[config.mk]
export PLATFORM = sky130hd
export DESIGN_NAME = iox_expander
export DESIGN_NICKNAME = d
export VERILOG_FILES = /design/src/rtl/iox_pkg.sv /design/src/rtl/iox_reg_if.sv /design/src/rtl/iox_regfile.sv /design/src/rtl/iox_expander.sv
export SDC_FILE = /design/constraint.sdc
export NUM_CORES = 1
export LEC_CHECK = 0
export BUFFER_PORTS_ARGS = -buffer_cell sky130_fd_sc_hd__buf_2
export CORE_ASPECT_RATIO = 1.5
export CORE_MARGIN = 4
export CORE_UTILIZATION = 54
export CTS_CLUSTER_SIZE = 20
export DETAILED_ROUTE_END_ITERATION = 12
export PLACE_DENSITY_LB_ADDON = 0.25
export SKIP_LAST_GASP = 1
export SYNTH_ARGS = -nofsm -noshare
export SYNTH_HDL_FRONTEND = slang
export SYNTH_SLANG_ARGS = --single-unit
[constraint.sdc]
create_clock -name clk_sys -period 1.89 [get_ports clk_sys]
set_input_delay 0.189 -clock clk_sys [delete_from_list [all_inputs] [get_ports clk_sys]]
set_output_delay 0.189 -clock clk_sys [all_outputs]
set_load 0.01 [all_outputs]
[src/rtl/iox_pkg.sv]
// Shared constants and types of the sixteen-bit serial I/O expander
package iox_pkg;

  // ----------------------------------------------------------------
  // Register pointer codes
  // ----------------------------------------------------------------
  localparam logic [2:0] REG_IN_LO = 3'h0;
  localparam logic [2:0] REG_IN_HI = 3'h1;
  localparam logic [2:0] REG_OUT_LO = 3'h2;
  localparam logic [2:0] REG_OUT_HI = 3'h3;
  localparam logic [2:0] REG_POL_LO = 3'h4;
  localparam logic [2:0] REG_POL_HI = 3'h5;
  localparam logic [2:0] REG_CFG_LO = 3'h6;
  localparam logic [2:0] REG_CFG_HI = 3'h7;
  localparam int REG_COUNT = 8;

  // ----------------------------------------------------------------
  // Reset values and layout
  // ----------------------------------------------------------------
  localparam logic [7:0] RST_IN = 8'h00;
  localparam logic [7:0] RST_OUT = 8'hFF;
  localparam logic [7:0] RST_POL = 8'h00;
  localparam logic [7:0] RST_CFG = 8'hFF;
  localparam int PORT_BITS = 8;
  localparam int PORT_LO_BIT_FIRST = 0;
  localparam int PORT_HI_BIT_FIRST = 8;

  // ----------------------------------------------------------------
  // Serial protocol constants
  // ----------------------------------------------------------------
  localparam logic [3:0] DEV_ADDR_BASE = 4'h4;
  localparam logic [3:0] BYTE_BITS = 4'h8;
  localparam logic [1:0] PRIME_CYCLES = 2'h3;

  // Protocol states, Gray coded along the write path
  typedef enum logic [3:0] {
    ST_IDLE = 4'h0,
    ST_ADDR = 4'h1,
    ST_AACK = 4'h3,
    ST_CMD = 4'h2,
    ST_CACK = 4'h6,
    ST_WR = 4'h7,
    ST_WACK = 4'h5,
    ST_RD = 4'h4,
    ST_RACK = 4'hC
  } iox_state_e;

  // Reset value of a register entry
  function automatic logic [7:0] iox_rst_value(input logic [2:0] idx);
    logic [7:0] val;
    val = RST_IN;
    if (idx == REG_OUT_LO || idx == REG_OUT_HI) val = RST_OUT;
    if (idx == REG_POL_LO || idx == REG_POL_HI) val = RST_POL;
    if (idx == REG_CFG_LO || idx == REG_CFG_HI) val = RST_CFG;
    return val;
  endfunction : iox_rst_value

endpackage : iox_pkg

[src/rtl/iox_reg_if.sv]
// Register bank link between protocol core and register storage
`timescale 1ns/1ps
interface iox_reg_if;
  logic wrEn;
  logic [2:0] wrAddr;
  logic [7:0] wrData;
  logic [2:0] rdAddr;
  logic [7:0] rdData;
  logic [7:0] outLo;
  logic [7:0] outHi;
  logic [7:0] polLo;
  logic [7:0] polHi;
  logic [7:0] cfgLo;
  logic [7:0] cfgHi;

  modport bank (
    input wrEn, wrAddr, wrData, rdAddr,
    output rdData, outLo, outHi, polLo, polHi, cfgLo, cfgHi
  );
  modport core (
    output wrEn, wrAddr, wrData, rdAddr,
    input rdData, outLo, outHi, polLo, polHi, cfgLo, cfgHi
  );
endinterface : iox_reg_if

[src/rtl/iox_regfile.sv]
// Output, polarity and direction register storage with registered read
`timescale 1ns/1ps
module iox_regfile
  import iox_pkg::*;
(
  input wire logic clk_sys,
  input wire logic nrst,
  iox_reg_if.bank bus
);

  logic [8*REG_COUNT-1:0] flat;
  logic [7:0] rdData;
  logic [7:0] next_rdData;

  // ----------------------------------------------------------------
  // Register entries
  // ----------------------------------------------------------------
  for (genvar i = 0; i < REG_COUNT; i++) begin : gEntry
    localparam logic [2:0] IDX = 3'(i);
    logic [7:0] val;
    logic [7:0] next_val;
    always_comb begin
      next_val = val;
      if (bus.wrEn && bus.wrAddr == IDX && IDX >= REG_OUT_LO) next_val = bus.wrData;
    end
    always_ff @(posedge clk_sys or negedge nrst) begin
      if (!nrst) val <= iox_rst_value(IDX);
      else val <= next_val;
    end
    assign flat[i*8 +: 8] = val;
  end

  // Registered read data
  always_comb begin
    next_rdData = flat[{bus.rdAddr, 3'h0} +: 8];
  end
  always_ff @(posedge clk_sys or negedge nrst) begin
    if (!nrst) rdData <= RST_IN;
    else rdData <= next_rdData;
  end

  // Register fields towards the core
  assign bus.rdData = rdData;
  assign bus.outLo = flat[REG_OUT_LO*8 +: 8];
  assign bus.outHi = flat[REG_OUT_HI*8 +: 8];
  assign bus.polLo = flat[REG_POL_LO*8 +: 8];
  assign bus.polHi = flat[REG_POL_HI*8 +: 8];
  assign bus.cfgLo = flat[REG_CFG_LO*8 +: 8];
  assign bus.cfgHi = flat[REG_CFG_HI*8 +: 8];
endmodule : iox_regfile

[src/rtl/iox_expander.sv]
// Sixteen-bit serial-bus I/O expander: protocol target, ports and interrupt
// Operation
// - Sixteen lines in two byte ports, each line controlled from the serial bus.
// - Each port has input, output, direction and polarity byte registers.
// - After reset every line is an undriven input.
// - Each line's direction comes from its own direction register bit.
// - Interrupt asserts while any line differs from its last captured input bit.
// - Interrupt pin is open drain, pulled low while asserted.
// - Reset loads register defaults and returns protocol logic to idle.
// - Target address holds the three strap levels; eight devices share a bus.
// - Output lines hold the last written output value until rewritten or reset.
// - Port pins 0 to 7 map to register bits 0 to 7 of their port.
// - Output lines drive both high and low per the output register bit.
// - Address byte bit zero: one means controller reads, zero means writes.
// - Command byte low three bits select one of eight registers into pointer.
// - Direction bit one makes an input, zero makes an output.
`timescale 1ns/1ps
module iox_expander
  import iox_pkg::*;
(
  input wire logic clk_sys,
  input wire logic nrst,
  input wire logic sclIn,
  input wire logic sdaIn,
  output logic sdaOut,
  output logic sdaOe,
  input wire logic addrStrap0,
  input wire logic addrStrap1,
  input wire logic addrStrap2,
  input wire logic [7:0] portLoIn,
  output logic [7:0] portLoOut,
  output logic [7:0] portLoOe,
  input wire logic [7:0] portHiIn,
  output logic [7:0] portHiOut,
  output logic [7:0] portHiOe,
  output logic intOut,
  output logic intOe
);

  iox_reg_if bus ();
  // ----------------------------------------------------------------
  // Input synchronisers
  // ----------------------------------------------------------------
  logic sclMeta, sclSync, sclPrev, sdaMeta, sdaSync, sdaPrev;
  logic [15:0] pinMeta, pinSync;
  logic [2:0] strapMeta, strapSync;
  // Two flops on every outside input but nrst, plus edge history on clock and data
  always_ff @(posedge clk_sys or negedge nrst) begin
    if (!nrst) begin
      {sclMeta, sclSync, sclPrev, sdaMeta, sdaSync, sdaPrev} <= 6'h3F;
      {pinMeta, pinSync, strapMeta, strapSync} <= 38'h0;
    end else begin
      {sclPrev, sclSync, sclMeta} <= {sclSync, sclMeta, sclIn};
      {sdaPrev, sdaSync, sdaMeta} <= {sdaSync, sdaMeta, sdaIn};
      {pinSync, pinMeta} <= {pinMeta, portHiIn, portLoIn};
      {strapSync, strapMeta} <= {strapMeta, addrStrap2, addrStrap1, addrStrap0};
    end
  end

  // Bus events
  logic sclRise, sclFall, startCond, stopCond, addrMatch;
  assign sclRise = sclSync & ~sclPrev;
  assign sclFall = ~sclSync & sclPrev;
  assign startCond = sclSync & sclPrev & sdaPrev & ~sdaSync;
  assign stopCond = sclSync & sclPrev & ~sdaPrev & sdaSync;
  // ----------------------------------------------------------------
  // Protocol state
  // ----------------------------------------------------------------
  iox_state_e state, next_state;
  logic [3:0] bitCnt, next_bitCnt;
  logic [7:0] shifter, next_shifter;
  logic [2:0] ptr, next_ptr;
  logic rwBit, next_rwBit;
  logic next_sdaOe;
  logic wrEn, next_wrEn;
  logic [15:0] snap, next_snap;
  logic [1:0] primeCnt, next_primeCnt;
  logic [7:0] inLo, inHi, readByte;
  logic loadByte;
  // pin index equals register bit index
  assign inLo = pinSync[PORT_LO_BIT_FIRST +: PORT_BITS] ^ bus.polLo;
  assign inHi = pinSync[PORT_HI_BIT_FIRST +: PORT_BITS] ^ bus.polHi;
  assign readByte = (ptr == REG_IN_LO) ? inLo : (ptr == REG_IN_HI) ? inHi : bus.rdData;
  assign addrMatch = shifter[7:1] == {DEV_ADDR_BASE, strapSync};
  assign loadByte = sclFall && ((state == ST_AACK && rwBit) || state == ST_RACK);
  // Next protocol values
  always_comb begin
    next_state = state;
    next_bitCnt = bitCnt;
    next_shifter = shifter;
    next_ptr = ptr;
    next_rwBit = rwBit;
    next_sdaOe = sdaOe;
    next_wrEn = 1'b0;
    next_snap = snap;
    next_primeCnt = primeCnt;
    // Capture pin levels once synchronisers settle after reset
    if (primeCnt != PRIME_CYCLES) begin
      next_primeCnt = primeCnt + 2'h1;
      next_snap = pinSync;
    end
    if (startCond) begin
      next_state = ST_ADDR;
      next_bitCnt = 4'h0;
      next_sdaOe = 1'b0;
    end else if (stopCond) begin
      next_state = ST_IDLE;
      next_sdaOe = 1'b0;
    end else begin
      case (state)
        ST_ADDR, ST_CMD, ST_WR: begin
          if (sclRise && bitCnt != BYTE_BITS) begin
            next_shifter = {shifter[6:0], sdaSync};
            next_bitCnt = bitCnt + 4'h1;
          end
          if (sclFall && bitCnt == BYTE_BITS) begin
            next_sdaOe = 1'b1;
            if (state == ST_ADDR) begin
              if (addrMatch) begin
                next_state = ST_AACK;
                next_rwBit = shifter[0];
              end else begin
                next_state = ST_IDLE;
                next_sdaOe = 1'b0;
              end
            end else if (state == ST_CMD) begin
              next_ptr = shifter[2:0];
              next_state = ST_CACK;
            end else begin
              next_wrEn = 1'b1;
              next_state = ST_WACK;
            end
          end
        end
        ST_AACK: begin
          if (sclFall) begin
            next_bitCnt = 4'h0;
            next_sdaOe = 1'b0;
            next_state = rwBit ? ST_RD : ST_CMD;
          end
        end
        ST_CACK, ST_WACK: begin
          if (sclFall) begin
            next_bitCnt = 4'h0;
            next_sdaOe = 1'b0;
            next_state = ST_WR;
            if (state == ST_WACK) next_ptr = ptr ^ 3'h1;
          end
        end
        ST_RD: begin
          if (sclRise) next_bitCnt = bitCnt + 4'h1;
          if (sclFall) begin
            if (bitCnt == BYTE_BITS) begin
              next_sdaOe = 1'b0;
              next_state = ST_RACK;
              next_ptr = ptr ^ 3'h1;
            end else begin
              next_shifter = {shifter[6:0], 1'b0};
              next_sdaOe = ~shifter[6];
            end
          end
        end
        ST_RACK: begin
          if (sclRise && sdaSync) next_state = ST_IDLE;
          if (sclFall) begin
            next_bitCnt = 4'h0;
            next_state = ST_RD;
          end
        end
        default: begin
          next_sdaOe = 1'b0;
        end
      endcase
      if (loadByte) begin
        next_shifter = readByte;
        next_sdaOe = ~readByte[7];
        if (ptr == REG_IN_LO) next_snap[7:0] = pinSync[7:0];
        if (ptr == REG_IN_HI) next_snap[15:8] = pinSync[15:8];
      end
    end
  end
  // idle state and defaults on reset
  always_ff @(posedge clk_sys or negedge nrst) begin
    if (!nrst) begin
      state <= ST_IDLE;
      ptr <= REG_IN_LO;
      {bitCnt, shifter} <= 12'h000;
      {rwBit, sdaOe, wrEn} <= 3'h0;
      {snap, primeCnt} <= 18'h0;
    end else begin
      state <= next_state;
      ptr <= next_ptr;
      {bitCnt, shifter} <= {next_bitCnt, next_shifter};
      {rwBit, sdaOe, wrEn} <= {next_rwBit, next_sdaOe, next_wrEn};
      {snap, primeCnt} <= {next_snap, next_primeCnt};
    end
  end
  // Register bank connection
  assign bus.wrEn = wrEn;
  assign bus.wrAddr = ptr;
  assign bus.wrData = shifter;
  assign bus.rdAddr = ptr;
  iox_regfile uBank (
    .clk_sys(clk_sys),
    .nrst(nrst),
    .bus(bus.bank)
  );

  // ----------------------------------------------------------------
  // Pin drivers and interrupt
  // ----------------------------------------------------------------
  logic [15:0] next_pinOut, next_pinOe;
  logic next_intOe;
  always_comb begin
    next_pinOut = {bus.outHi, bus.outLo};
    next_pinOe = ~{bus.cfgHi, bus.cfgLo};
    next_intOe = (primeCnt == PRIME_CYCLES) && (pinSync != snap);
  end
  always_ff @(posedge clk_sys or negedge nrst) begin
    if (!nrst) begin
      {portHiOut, portLoOut} <= {RST_OUT, RST_OUT};
      {portHiOe, portLoOe} <= 16'h0000;
      {intOe, intOut, sdaOut} <= 3'h0;
    end else begin
      {portHiOut, portLoOut} <= next_pinOut;
      {portHiOe, portLoOe} <= next_pinOe;
      {intOe, intOut, sdaOut} <= {next_intOe, 2'h0};
    end
  end
endmodule : iox_expander

==> reports/summary.md <==
The run gives 20 as the number of setup violations in the final report. STA classifies the critical path endpoint as a flop. The clock arrives with 0.0149 ns of skew.

The run gives 0 as the remaining number of nets flagged by the antenna check after routing. In this run, the number of DRC markers left after iteration 0 of detailed routing was 346. The number of hold-slack violations in the final timing report was 0. By startpoint and endpoint, the worst setup path is classified as reg2reg. The logs give 4 for the maximum level of the CTS H-tree and 922 for the number of fillers in the final layout. For the number of primary I/O pins, the log shows 59. For the number of instances in the placed design, the log shows 780.

Yosys mapped the design onto 65 distinct sky130hd cell types. The worst slack at placement is -0.184 ns. The area overhead of the layout relative to synthesis came out at 28.2%. Measured against its own limit, the worst slew margin works out to 58.6%. After synthesis, flip-flops and latches occupy 61.3% of the total area.

The run gives 29.0% as the share of total power in combinational logic. Row generation in the floorplan step produced 51 rows. The analysis attributes to net switching a power of 3480 uW. After Yosys synthesis, XOR and XNOR cells account for 4.74% of the synthesized area. The flow ran to the end, but the final reports show violations. The share of the cycle needed by the critical path after routing is 103%. Commonest non-fill, non-tap cell in the layout: sky130_fd_sc_hd__dfrtp_1. Across the run, the number of max-cap violations was 0. The initial antenna violation count came out at 0. After detailed routing, the number of vias per cell comes to 5.60. TritonCTS built the clock tree.

The run gives 53 as the maximum number of pins on one net before global-route repair. Derived from the worst setup path, the maximum achievable clock frequency is 513 MHz. The tools report the total via count after detailed routing as 4,719. 0 antenna diodes ended up in the layout. Summed over all instances, the cell type with the most area after synthesis is sky130_fd_sc_hd__dfrtp_1.

For this run, the leading register cell type out of synthesis is sky130_fd_sc_hd__dfrtp_1. Summed over all cells, the static leakage comes to 0.00408 uW. Once the floorplan was initialized, standard cells occupied 55.1% of the core. The deepest clock path buffer count is 2, and the actual slew at the worst max-slew pin is 0.619 ns.

For this run, the slowest stage of the critical path takes 0.58 ns. Critical-path maximum fanout: 5. The tools report the post-detailed-route DRC marker count as 0. The worst setup path is launched from a flop. In this run the standard cell core region covers 13,000 sq um.

In this run the worst hold path is classified as in2async. The floorplan step defined a die boundary enclosing 15,200 sq um. Counting flops with an async set or reset pin after synthesis yields a share of 100%. The critical path goes through or4b_4, a21boi_4, o211ai_1, nor3_1, a31oi_1, o21ai_1. Once detailed placement completed, the half-perimeter wirelength came to 11,800 um. Dividing the detail-routed wire length by the instance count gives 20.1 um. The total non-filler cell area in the finished layout is 9200 sq um, and the power density relative to cell area is 1210 nW/um^2. Internal power comes to 7600 uW. The total count of max-transition violations in the final report came out at 0. By area the synthesized netlist is led by sky130_fd_sc_hd__dfrtp_1 (42%), sky130_fd_sc_hd__dfstp_2 (20%), sky130_fd_sc_hd__mux2_2 (12%).

In the synthesized netlist, the number of instances is 524. After clock tree synthesis, the clock-pin slew on the worst setup and hold paths is 0.07 ns. The run gives 11,100 uW as the post-layout total power. Routability-driven placement finished with a final weighted congestion of 0.848. The average cell area after synthesis is 13.7 sq um, and the detailed-router iteration count before antenna repair is 5.

The overall die width came out at 102 um. The clock period minus final worst setup slack was 1.95 ns; the simple-gate area share of the yosys netlist was 7.13%. The final setup slack of the worst path is -0.0605 ns, and the number of buffer and inverter instances along the worst setup path is 0. In this run, the clock network consumes 32.8% of the power. The logs give 2.19 ns for the worst path required time and 7170 sq um for the total standard cell area after synthesis. Clock tree synthesis inserted a total of 17 buffers.

The smallest hold slack came out at 0.288 ns. For the clock latency at the later pin of the worst-skew pair, the log shows 0.43 ns. The vertical extent of the die is 149 um.

For this run, the number of Yosys warnings is 0. The first global-routing pass estimated 27,200 um of wire. In this run the tool buffered the top-level ports with 56 buffer cells. After synthesis the netlist holds a flip-flop and latch count of 173.

The instance area after placement is 8110 sq um. On the critical path the largest part of the delay comes from compound AO/OA/AOI/OAI gates. The final reports fail on setup timing.

Setup repair after global routing could not meet its margin everywhere. The synthesized netlist devotes 0.523% of its cell area to adder and majority cells. The tools report the number of global-route vias before repair as 5,156. The tools report the cell chosen for the clock root as sky130_fd_sc_hd__clkbuf_16. Global routing finished with a remaining overflow of 0. The clock drives 173 sinks. Once layout is complete, the cells apart from fillers number 842. Global routing used 23.8% of the available tracks across all layers. The share of total power dissipated in sequential elements is 38.2%. The layout cell share with drive strength beyond 1 works out to 49.6%. Data on the critical path arrives at its endpoint at 2.25 ns. The detailed-route wire length was 17,000 um; the post-layout net count was 696. VDD sags by at most 699 uV. The number of synthesized flops with an enable pin was 0; the share of the synthesized area in the top cell type was 41.5%. The library cells used most frequently in the layout, excluding fill and tap cells, are sky130_fd_sc_hd__dfrtp_1 (116), sky130_fd_sc_hd__mux2_2 (75), sky130_fd_sc_hd__buf_4 (63), sky130_fd_sc_hd__buf_2 (55), sky130_fd_sc_hd__dfstp_2 (54).

The compound-gate portion of the synthesized area is 7.36%. The combinational family with the most area after synthesis was multiplexers. Net switching is 31.4% of the power.

The mux share of post-synthesis cell area was 15.9%. The largest individual stage delay along the critical path comes from the cell sky130_fd_sc_hd__or4b_4.
## kinds of logic (layout without fill, tap and decap cells)
logic type,Yosys count,in the layout
xor gates and xnor gates,38,38
buffers and inverters,51,208
and+or+nand+nor,94,94
AOI/OAI and AO/OA,70,71
adders and majority gates,3,3
DFF,173,173
muxes,94,94
other,1,2
## routing by layer
| metal | share of wire, % | routed length, um | GRT usage [%] | vias up |
|---|---|---|---|---|
| li1 | - | - | - | 2144 |
| met1 | 36 | 6190 | 27.7 | 2425 |
| met2 | 57 | 9640 | 42.8 | 117 |
| met3 | 3.6 | 612 | 4.07 | 33 |
| met4 | 3.0 | 517 | 9.78 | 0 |
| met5 | 0 | 0 | 0 | - |
## through the flow
| step | utilization (%) | setup TNS [ns] |
|---|---|---|
| floorplan | - | 0 |
| global placement | 62.3 | -2.63 |
| detailed placement | 62.3 | -3.44 |
| CTS | 69.5 | -0.503 |
| global route | 70.6 | -2.33 |
| finish | 70.6 | -0.513 |
## power by group through the flow
stage               clock network (uW)  registers [uW]  logic [uW]
global route                      3860            4270        3470
global placement                     0            4270        2680
detailed placement                   0            4290        2740
CTS                               3680            4230        2960
finish                            3630            4240        3220
floorplan                            0            4190        1780
## path summary, 6_finish.rpt
kind                                                  endpoint  slack [ns]            startpoint  depth (start not counted)
max in group asynchronous       uBank.bus.cfgLo[3]$_DFFE_PN1P_        0.87                  nrst                          3
worst max register to register           bitCnt[2]$_DFFE_PN0P_       -0.06  state[2]$_DFFE_PN0P_                          6
worst min register to register            pinSync[8]$_DFF_PN0_        0.35  pinMeta[8]$_DFF_PN0_                          0
worst min-delay path                      state[1]$_DFFE_PN0P_        0.29                  nrst                          2
min in group clk_sys                      pinSync[8]$_DFF_PN0_        0.35  pinMeta[8]$_DFF_PN0_                          0
worst max-delay path                     bitCnt[2]$_DFFE_PN0P_       -0.06  state[2]$_DFFE_PN0P_                          6
## repair_timing
action / CTS / global route
resized for setup: 11 / 31
endpoints found under the hold margin: 54 / 0
gates cloned: 1 / 0
hold buffers: 22 / 0
setup buffers: 4 / 3
setup endpoints to repair: 34 / 37
pin swaps: 10 / 5
## cells in the mapped netlist, drive strengths merged (4+ instances only)
master and n:
buf 12, xnor2 19, mux2i 10, xor2 19, inv 24, a21oi 5
o21ai 24, nand3 8, nor2 10, nor3 6, nor2b 8, mux4 8
dfrtp 119, nand4 8, nand2 36, mux2 76, dfstp 54, a222oi 7
o22ai 4, clkbuf 15
## cell type report
cell class	instances	area (sq um)	area share (%)
tap	159	199	2.16
clock buffer	21	526	5.72
timing repair buffer	152	1150	12.5
sequential	173	4400	47.9
clock inverter	11	105	1.14
multi-input combinational	302	2730	29.6
inverter	24	92.6	1.01
(Power assumes the default switching activity.)
